$ cat config.mk
export PLATFORM = sky130hd
export DESIGN_NAME = pmac_ctrl
export DESIGN_NICKNAME = d
export VERILOG_FILES = /design/src/verilog/pmac_pkg.sv /design/src/verilog/pmac_class_eval.sv /design/src/verilog/pmac_ctrl.sv
export VERILOG_INCLUDE_DIRS = /design/src /design/src/verilog
export SDC_FILE = /design/constraint.sdc
export NUM_CORES = 2
export LEC_CHECK = 0
export BUFFER_PORTS_ARGS = -buffer_cell sky130_fd_sc_hd__buf_2
export CAP_MARGIN = 20
export CORE_MARGIN = 2
export CORE_UTILIZATION = 45
export CTS_CLUSTER_SIZE = 20
export DETAILED_ROUTE_END_ITERATION = 6
export PLACE_DENSITY = 0.64
export SETUP_SLACK_MARGIN = 0.1
export SLEW_MARGIN = 20
export SYNTH_ARGS = -nofsm -noshare
export SYNTH_HDL_FRONTEND = slang
export SYNTH_HIERARCHICAL = 1
export SYNTH_SLANG_ARGS = --single-unit
$ cat constraint.sdc
create_clock -name clk -period 21.4 [get_ports clk]
set_input_delay 1.07 -clock clk [delete_from_list [all_inputs] [get_ports clk]]
set_output_delay 1.07 -clock clk [all_outputs]
set_load 0.01 [all_outputs]
$ cat src/verilog/pmac_map.svh
`ifndef PMAC_MAP_SVH
`define PMAC_MAP_SVH
`define PMAC_NCLS 4
`define PMAC_ORD_MAX 5'h1A
`define PMAC_CLK_HZ 25000000
`define PMAC_DIM_S 10
`define PMAC_DIM_CYC (`PMAC_DIM_S * `PMAC_CLK_HZ)
`define PMAC_ADJ_CYC 16'h0010
`define PMAC_FLOW_LO 16'h0064
`define PMAC_FLOW_HI 16'h0190
`define PMAC_SEQ_START 5'h1F
`define PMAC_SEQ_SLOT 16'h0100
`define PMAC_AVG_MAX 4'h8
`define PMAC_BLINK_BIT 23
`endif

$ cat src/verilog/pmac_pkg.sv
`default_nettype none
package pmac_pkg;
  typedef enum logic [5:0] {
    PMAC_IDLE = 6'b000001,
    PMAC_ADJ = 6'b000010,
    PMAC_MEAS = 6'b000100,
    PMAC_WAIT = 6'b001000,
    PMAC_SHOW = 6'b010000,
    PMAC_PAUSE = 6'b100000
  } pmac_state_t;
  typedef enum logic [1:0] {
    PMAC_TIMED = 2'h0,
    PMAC_EXT = 2'h1,
    PMAC_KEY = 2'h2
  } pmac_trig_t;
  typedef enum logic [1:0] {
    PMAC_SERIAL = 2'h0,
    PMAC_CAN = 2'h1,
    PMAC_SENSE = 2'h2
  } pmac_link_t;
endpackage : pmac_pkg
`default_nettype wire

$ cat src/verilog/pmac_class_eval.sv
`default_nettype none
`include "pmac_map.svh"
module pmac_class_eval
(
  // clock
  input wire logic clk,
  input wire logic rst,
  input wire logic ce,
  // result stream
  input wire logic load,
  input wire logic [4:0] value,
  input wire logic [3:0] avg_n,
  // threshold
  input wire logic [4:0] thresh,
  // verdicts
  output logic above,
  output logic below,
  output logic active
);
  // last eight samples kept; mean over the newest avg_n of them
  logic [4:0] hist_q [0:7];
  logic [3:0] n_q;
  logic [3:0] cnt;
  logic [7:0] sum;
  logic [7:0] mean;
  integer i;

  always_ff @(posedge clk or posedge rst)
  begin
    if (rst)
    begin
      for (i = 0; i < 8; i = i + 1)
        hist_q[i] <= 5'h00;
      n_q <= 4'h0;
    end
    else if (ce && load)
    begin
      for (i = 1; i < 8; i = i + 1)
        hist_q[i] <= hist_q[i-1];
      hist_q[0] <= value;
      if (n_q < 4'h8)
        n_q <= n_q + 4'h1;
    end
  end

  // summing the live history lets the window shrink without a stale sum
  always_comb
  begin
    cnt = (n_q < avg_n) ? n_q : avg_n;
    sum = 8'h00;
    for (int k = 0; k < 8; k++)
      if (k < cnt)
        sum = sum + {3'h0, hist_q[k]};
    mean = (cnt == 4'h0) ? 8'h00 : sum / {4'h0, cnt};
  end

  assign active = (thresh != 5'h00);
  assign above = active && (mean > {3'h0, thresh});
  assign below = !active || (mean < {3'h0, thresh});
endmodule : pmac_class_eval
`default_nettype wire

$ cat src/verilog/pmac_ctrl.sv
`default_nettype none
`include "pmac_map.svh"
module pmac_ctrl
#(
  parameter int DIM_CYC = `PMAC_DIM_CYC,
  // blink divider tap, at most 23
  parameter int BLINK_BIT = `PMAC_BLINK_BIT
)
(
  // clock and reset
  input wire logic clk,
  input wire logic rst,
  input wire logic ce,
  // operator and plant
  input wire logic start_n_pin,
  input wire logic key_press,
  input wire logic key_ack,
  input wire logic activity,
  // configuration
  input wire logic [1:0] trig_mode,
  input wire logic [15:0] meas_cyc,
  input wire logic [15:0] wait_cyc,
  input wire logic [15:0] pause_cyc,
  input wire logic cleanup_watch,
  input wire logic ack_hold,
  input wire logic [3:0] avg_count,
  input wire logic [19:0] thresholds,
  input wire logic [1:0] out_class,
  input wire logic class_sequence,
  input wire logic alt_standard,
  input wire logic preset_flow_select,
  input wire logic [15:0] preset_flow,
  input wire logic backlight_continuous,
  input wire logic [1:0] link_mode,
  input wire logic can_present,
  // measurement front end
  input wire logic result_ready,
  input wire logic [19:0] result_ord,
  input wire logic [4:0] ord_38_70,
  input wire logic [15:0] measured_flow,
  // outputs
  output logic laser_adjust,
  output logic measuring,
  output logic result_shown,
  output logic alarm,
  output logic red_lamp,
  output logic exclaim,
  output logic [4:0] current_code,
  output logic [15:0] flow_used,
  output logic flow_low_blink,
  output logic flow_high_blink,
  output logic backlight,
  output logic route_serial,
  output logic route_can
);
  pmac_pkg::pmac_state_t st_q;
  logic [15:0] tmr_q;
  logic s1_q, s2_q, s3_q, in_act_q;
  logic key_run_q;
  logic [19:0] folded;
  logic [3:0] above_v, below_v, act_v;
  logic [4:0] seq_idx_q;
  logic [15:0] seq_tmr_q;
  logic [31:0] dim_q;
  logic [23:0] blink_q;
  logic load_q;
  logic all_zero;
  logic cond;

  // three-stage sync; change accepted when stage 2 and 3 agree
  always_ff @(posedge clk or posedge rst)
  begin
    if (rst)
    begin
      s1_q <= 1'b1;
      s2_q <= 1'b1;
      s3_q <= 1'b1;
      in_act_q <= 1'b0;
    end
    else if (ce)
    begin
      s1_q <= start_n_pin;
      s2_q <= s1_q;
      s3_q <= s2_q;
      if (s2_q == s3_q)
        in_act_q <= !s3_q;
    end
  end

  always_ff @(posedge clk or posedge rst)
  begin
    if (rst)
      key_run_q <= 1'b0;
    else if (ce && trig_mode != pmac_pkg::PMAC_KEY)
      key_run_q <= 1'b0;
    else if (ce && key_press)
      key_run_q <= !key_run_q;
  end

  // sequencer
  always_ff @(posedge clk or posedge rst)
  begin
    if (rst)
    begin
      st_q <= pmac_pkg::PMAC_IDLE;
      tmr_q <= 16'h0000;
    end
    else if (ce)
    begin
      tmr_q <= tmr_q + 16'h0001;
      case (st_q)
        pmac_pkg::PMAC_IDLE:
        begin
          tmr_q <= 16'h0000;
          if ((trig_mode == pmac_pkg::PMAC_TIMED) ||
              (trig_mode == pmac_pkg::PMAC_EXT && !in_act_q) ||
              (trig_mode == pmac_pkg::PMAC_KEY && key_run_q))
            st_q <= pmac_pkg::PMAC_ADJ;
        end
        pmac_pkg::PMAC_ADJ:
          if (tmr_q >= `PMAC_ADJ_CYC - 16'h0001)
          begin
            tmr_q <= 16'h0000;
            st_q <= pmac_pkg::PMAC_MEAS;
          end
        pmac_pkg::PMAC_MEAS:
          if (trig_mode == pmac_pkg::PMAC_EXT)
          begin
            if (in_act_q)
              st_q <= pmac_pkg::PMAC_IDLE;
          end
          else if (trig_mode == pmac_pkg::PMAC_KEY)
          begin
            if (!key_run_q)
              st_q <= pmac_pkg::PMAC_IDLE;
            else if (result_ready)
            begin
              tmr_q <= 16'h0000;
              st_q <= pmac_pkg::PMAC_SHOW;
            end
          end
          else if (tmr_q >= meas_cyc - 16'h0001)
          begin
            tmr_q <= 16'h0000;
            st_q <= pmac_pkg::PMAC_WAIT;
          end
        pmac_pkg::PMAC_WAIT:
          // back to adjust in timed mode, otherwise to idle, so the gap is exactly wait_cyc
          if (tmr_q + 16'h0001 >= wait_cyc)
          begin
            tmr_q <= 16'h0000;
            if (trig_mode == pmac_pkg::PMAC_TIMED)
              st_q <= pmac_pkg::PMAC_ADJ;
            else
              st_q <= pmac_pkg::PMAC_IDLE;
          end
        pmac_pkg::PMAC_SHOW:
        begin
          tmr_q <= 16'h0000;
          st_q <= pmac_pkg::PMAC_PAUSE;
        end
        pmac_pkg::PMAC_PAUSE:
          if (!key_run_q)
            st_q <= pmac_pkg::PMAC_IDLE;
          else if (tmr_q >= pause_cyc)
          begin
            tmr_q <= 16'h0000;
            st_q <= pmac_pkg::PMAC_ADJ;
          end
        default:
          st_q <= pmac_pkg::PMAC_IDLE;
      endcase
    end
  end

  always_ff @(posedge clk or posedge rst)
  begin
    if (rst)
    begin
      laser_adjust <= 1'b0;
      measuring <= 1'b0;
      result_shown <= 1'b0;
    end
    else if (ce)
    begin
      laser_adjust <= (st_q == pmac_pkg::PMAC_ADJ);
      measuring <= (st_q == pmac_pkg::PMAC_MEAS);
      result_shown <= (st_q == pmac_pkg::PMAC_SHOW) ||
                      (st_q == pmac_pkg::PMAC_PAUSE);
    end
  end

  // class 3 is the 21 um channel; alternate standard keeps the larger
  always_comb
  begin
    folded = result_ord;
    if (alt_standard && ord_38_70 > result_ord[19:15])
      folded[19:15] = ord_38_70;
  end

  always_ff @(posedge clk or posedge rst)
  begin
    if (rst)
      load_q <= 1'b0;
    else if (ce)
      load_q <= result_ready && (folded != 20'h00000);
  end

  logic [19:0] res_q;
  always_ff @(posedge clk or posedge rst)
  begin
    if (rst)
      res_q <= 20'h00000;
    else if (ce && result_ready)
      res_q <= folded;
  end

  // one threshold vector feeds both alarm types
  genvar g;
  generate
    for (g = 0; g < `PMAC_NCLS; g = g + 1)
    begin : g_cls
      pmac_class_eval u_eval
      (
        .clk(clk),
        .rst(rst),
        .ce(ce),
        .load(load_q),
        .value(res_q[g*5 +: 5]),
        .avg_n((avg_count == 4'h0) ? 4'h1 :
               (avg_count > `PMAC_AVG_MAX) ? `PMAC_AVG_MAX : avg_count),
        .thresh(thresholds[g*5 +: 5]),
        .above(above_v[g]),
        .below(below_v[g]),
        .active(act_v[g])
      );
    end
  endgenerate

  // evaluation sees the mean one cycle after the sample loads
  logic eval_q;
  always_ff @(posedge clk or posedge rst)
  begin
    if (rst)
      eval_q <= 1'b0;
    else if (ce)
      eval_q <= load_q;
  end

  always_comb
  begin
    if (cleanup_watch)
      cond = &below_v;
    else
      cond = |above_v;
  end

  always_ff @(posedge clk or posedge rst)
  begin
    if (rst)
      alarm <= 1'b0;
    else if (ce)
    begin
      if (act_v == 4'h0)
        alarm <= 1'b0;
      else if (eval_q)
      begin
        if (cond)
          alarm <= 1'b1;
        else if (!ack_hold)
          alarm <= 1'b0;
      end
      else if (ack_hold && key_ack)
        alarm <= 1'b0;
    end
  end

  always_ff @(posedge clk or posedge rst)
  begin
    if (rst)
    begin
      red_lamp <= 1'b0;
      exclaim <= 1'b0;
    end
    else if (ce)
    begin
      red_lamp <= alarm;
      exclaim <= alarm;
    end
  end

  // current output: start marker, four classes, one pause slot
  always_ff @(posedge clk or posedge rst)
  begin
    if (rst)
    begin
      seq_idx_q <= 5'h00;
      seq_tmr_q <= 16'h0000;
      current_code <= 5'h00;
    end
    else if (ce)
    begin
      if (class_sequence)
      begin
        seq_tmr_q <= seq_tmr_q + 16'h0001;
        if (seq_tmr_q >= `PMAC_SEQ_SLOT - 16'h0001)
        begin
          seq_tmr_q <= 16'h0000;
          seq_idx_q <= (seq_idx_q == 5'h05) ? 5'h00 : seq_idx_q + 5'h01;
        end
        if (seq_idx_q == 5'h00)
          current_code <= `PMAC_SEQ_START;
        else if (seq_idx_q == 5'h05)
          current_code <= 5'h00;
        else
          current_code <= res_q[(seq_idx_q - 5'h01)*5 +: 5];
      end
      else
      begin
        seq_idx_q <= 5'h00;
        seq_tmr_q <= 16'h0000;
        // clamp: ordinals above 26 would exceed 20 mA
        if (res_q[out_class*5 +: 5] > `PMAC_ORD_MAX)
          current_code <= `PMAC_ORD_MAX;
        else
          current_code <= res_q[out_class*5 +: 5];
      end
    end
  end

  // flow source and range markers
  always_ff @(posedge clk or posedge rst)
  begin
    if (rst)
    begin
      flow_used <= 16'h0000;
      flow_low_blink <= 1'b0;
      flow_high_blink <= 1'b0;
      blink_q <= 24'h000000;
    end
    else if (ce)
    begin
      blink_q <= blink_q + 24'h000001;
      flow_used <= preset_flow_select ? preset_flow : measured_flow;
      flow_low_blink <= (measured_flow < `PMAC_FLOW_LO) &&
                        blink_q[BLINK_BIT];
      flow_high_blink <= (measured_flow > `PMAC_FLOW_HI) &&
                         blink_q[BLINK_BIT];
    end
  end

  // backlight dimming
  always_ff @(posedge clk or posedge rst)
  begin
    if (rst)
    begin
      dim_q <= 32'h00000000;
      backlight <= 1'b1;
    end
    else if (ce)
    begin
      if (activity || key_press || key_ack)
        dim_q <= 32'h00000000;
      else if (dim_q < DIM_CYC[31:0])
        dim_q <= dim_q + 32'h00000001;
      backlight <= backlight_continuous || (dim_q < DIM_CYC[31:0]);
    end
  end

  always_ff @(posedge clk or posedge rst)
  begin
    if (rst)
    begin
      route_serial <= 1'b0;
      route_can <= 1'b0;
    end
    else if (ce)
    begin
      route_serial <= (link_mode == pmac_pkg::PMAC_SERIAL) ||
                      (link_mode == pmac_pkg::PMAC_SENSE && !can_present);
      route_can <= (link_mode == pmac_pkg::PMAC_CAN) ||
                   (link_mode == pmac_pkg::PMAC_SENSE && can_present);
    end
  end

  // duration floor is the configuring party's duty; not checked

  property p_lamp;
    @(posedge clk) disable iff (rst)
    ce ##1 ce |-> red_lamp == $past(alarm) && exclaim == red_lamp;
  endproperty
  a_lamp: assert property (p_lamp) else $error("lamp not following alarm");

  property p_off;
    @(posedge clk) disable iff (rst)
    ce && act_v == 4'h0 |=> !alarm;
  endproperty
  a_off: assert property (p_off) else $error("alarm with zero thresholds");

  property p_rise;
    @(posedge clk) disable iff (rst)
    ce && $rose(alarm) |-> $past(eval_q) && $past(cond);
  endproperty
  a_rise: assert property (p_rise) else $error("alarm rose without eval");

  property p_hold;
    @(posedge clk) disable iff (rst)
    ce && ack_hold && alarm && !key_ack && !eval_q && act_v != 4'h0
      |=> alarm;
  endproperty
  a_hold: assert property (p_hold) else $error("held alarm dropped");

  property p_exceed;
    @(posedge clk) disable iff (rst)
    ce && eval_q && !cleanup_watch && |above_v && act_v != 4'h0 |=> alarm;
  endproperty
  a_exceed: assert property (p_exceed) else $error("exceed missed");

  property p_clean;
    @(posedge clk) disable iff (rst)
    ce && eval_q && cleanup_watch && &below_v && act_v != 4'h0 |=> alarm;
  endproperty
  a_clean: assert property (p_clean) else $error("cleanup missed");

  property p_zero;
    @(posedge clk) disable iff (rst)
    ce && result_ready && folded == 20'h00000 |=> !load_q;
  endproperty
  a_zero: assert property (p_zero) else $error("zero result loaded");

  property p_clamp;
    @(posedge clk) disable iff (rst)
    ce && !class_sequence |=> current_code <= `PMAC_ORD_MAX;
  endproperty
  a_clamp: assert property (p_clamp) else $error("code above 26");

  property p_ext;
    @(posedge clk) disable iff (rst)
    ce && trig_mode == pmac_pkg::PMAC_EXT && st_q == pmac_pkg::PMAC_MEAS
      && in_act_q |=> st_q == pmac_pkg::PMAC_IDLE;
  endproperty
  a_ext: assert property (p_ext) else $error("ext stop ignored");

  c_alarm: cover property (@(posedge clk) disable iff (rst) $rose(alarm));
  c_seq: cover property (@(posedge clk) disable iff (rst)
    class_sequence && seq_idx_q == 5'h05);
  c_show: cover property (@(posedge clk) disable iff (rst)
    st_q == pmac_pkg::PMAC_SHOW);
endmodule : pmac_ctrl
`default_nettype wire

==> results.md <==
* R2r setup slk at ~1.8 ns
* Area added between synthesis and finish at 13.4%
* Reg-to-Reg End: alarm
* R2R cell count at 98
* Min-Delay Path Class: reg2reg
* Nets@finish at 4486
* CTS root buffer: clkbuf_16
* Top post-synthesis cells by area: dfrtp_1 25%, ha_1 14%, mux2_2 7.4%, nand2_1 3.7%, xnor2_1 3.4%
* Max Fclk at between 40 and 50 MHz
* Actual slew at the worst max-slew pin at 1.08 ns
* Router iterations before antenna repair at 5
* Yosys Warn Count at 6
* GRT Total Usage at 0.216
* Clock slew at reported path FFs at 0.06 ns
* Critical Path Max Stage Delay at between 0.5 and 0.6 ns
* IO Port Bufs at roughly 180
* Clk_lat worst skew at 0.57 ns
* Startpoint Class: input port
* Core area at 72800 um2
* Slowest CP cell: fa_1
* Vias/cell at 5.68
* H-tree levels at 2
* Vias in the first global route at between 20000 and 30000
* Initial antenna violation count at 4
* Skew final at ~0.014 ns
* Largest net degree at the start of global routing at between 80 and 90
* Syn nets at 4266
* Period utilization at 0.944
* Commonest non-fill, non-tap cell in the layout: ha_1
* Routed len/inst at 17.0 um
* Hold Fails Final Rpt at 0
* Die H at 275 um
* Max Cap Viol at 0
* Unique cell type count in the Yosys netlist at 128
* Register area share after synthesis at 0.253
* Min Tclk post-route at 20.21 ns
* Critical Path RT at about 22 ns
* Post-synth top flop: dfrtp_1
* Top delay family on crit path: compound AO/OA/AOI/OAI gates
* Max Root-Sink Buffers at 3
* Status: finished, final reports clean
* Placed cell areas at 35200 um2
* Hold endpoint: blink_q[19]
* CTS tree: done
* EDFF count, synth at 0
* Share of layout cells above drive strength 1 at 0.212
* Vias at ~28000
* Flops & latches, synth at approximately 330
* Fin area at 37400 um2
* DP HPWL at roughly 64000 um
* Area leader, netlist: dfrtp_1
* Crit path kind: in2reg
* Clock sinks at 333
* CP dominant cell by count: o21a_1
* Placed insts at between 4000 and 5000
* First-pass GRT wire length at about 140000 um
* Cts hold-fix bufs at 0
* Hold Crit Depth at 1
* Residual DRC count at 0
* Setup violators final at 0
* Max FO, Critical Path at 14
* GRT overflow at 0
* Worst Min Path Start: blink_q[19]
* Max Slew Vio Count at 0
* Antenna Nets Post-Route at 0
* Drt initial violations at 1907
* Die width at 275 um
* Most frequent cells in the layout: 371 x ha_1, 328 x dfrtp_1, 314 x nand2_1
* Non-Filler Instances at 4922
* Die area at about 76000 um2
* Drt total wl at 83500 um
* Post-synthesis async set-or-reset flop share at 1.00
* Synth Area per Inst at between 8 and 9 um2
* Antenna Cells at 0
* Post-synth top area share at 0.249
* Rel. slew slack at 0.273
* RR Startpoint: g_cls[0].u_eval/n_q[1]
* CP arrival at 20.65 ns
* Post-Syn Instances at 3711
* CP bufs+invs at 10
* Synthesized area at roughly 33000 um2
* Row cnt at 99
* Layout Utilization at 0.514
* Num ports at 182
* Placer Congestion at between 0.9 and 1
* CP endpoint kind: register
* Initial core utilization at 0.453
* Total CTS buffers at 40
==> cell usage after synthesis (14+ instances only) <==
cell type  number
nor2_1        276
nor4_1         29
or3_1          28
o31ai_1        16
dfrtp_1       328
buf_2          20
mux2i_1        85
inv_1         242
xor2_1         86
a31oi_1        35
mux2_2        216
fa_1           29
o21ai_0       212
a22oi_1        14
nor2b_1        49
o21a_1         57
clkbuf_1       68
o21bai_1       16
nand4_1        33
o22ai_1        17
mux2_4         14
and2_1         46
nor3_1         92
a211oi_1       30
xnor2_1       127
a21o_1         89
a21oi_1       196
nand2_1       322
and3_1         29
ha_1          376
nand2b_1       57
o211ai_1       32
nand3_1        97
==> layout make-up <==
class,instances,area [um2]
timing repair buffer,284,1710
fill,6912,35400
clock inverter,20,268
multi-input combinational,3023,23900
sequential,333,8340
clock buffer,54,1120
tap,959,1200
inverter,249,943
==> through the flow <==
step           hold WS [ns]  setup TNS, ns  setup slack, ns
2_1_floorplan         0.438              0            0.270
3_3_place_gp          0.455              0            0.180
3_5_place_dp          0.457         -0.323           -0.323
4_1_cts               0.469              0            0.264
5_1_grt               0.482         -0.125           -0.125
6_report              0.469              0             1.19
==> repair_timing <==
action | in CTS | in global routing
hold endpoints to repair | 0 | 0
buffers inserted | 0 | 38
resized for setup | 0 | 126
setup endpoints to repair | 0 | 1
==> routing by layer <==
layer,share of wire,up-vias,global-route usage
met5,0.00048,-,0
met4,0.022,6,0.0518
met3,0.058,112,0.0381
met2,0.44,593,0.339
met1,0.48,13300,0.309
li1,-,13900,-
==> worst max path at each step <==
| stage | startpoint | endpoint | slack [ns] | depth (start not counted) |
|---|---|---|---|---|
| after floorplan | avg_count[1] | alarm | 0.27 | 102 |
| after global placement | avg_count[3] | alarm | 0.18 | 104 |
| after detailed placement | avg_count[3] | alarm | -0.32 | 104 |
| after CTS | avg_count[3] | alarm | 0.26 | 104 |
| after global routing | avg_count[3] | alarm | -0.12 | 102 |
| final | avg_count[3] | alarm | 1.19 | 101 |
==> flip-flops by register name, indices dropped and copies added (netlist names), 5 cells and up <==
| name | cells |
|---|---|
| dim_q | 32 |
| res_q | 20 |
| seq_idx_q | 5 |
| g_cls.u_eval/n_q | 16 |
| tmr_q | 16 |
| blink_q | 24 |
| flow_used | 16 |
| seq_tmr_q | 16 |
| st_q | 6 |
| current_code | 5 |
| g_cls.u_eval/hist_q | 160 |
==> kinds of logic (layout without fill, tap and decap cells) <==
family,after synthesis,after routing,synth area share
buffers and inverters,355,607,0.0424
muxes,340,340,0.120
adders and majority gates,405,405,0.160
AOI/OAI and AO/OA,890,890,0.183
and+or+nand+nor,1167,1167,0.181
DFF,333,333,0.253
xor gates and xnor gates,221,221,0.0608
Power is left out: the tool's default activity adds up to more than one toggle a clock period on the data nets, which glitch-free logic cannot reach.
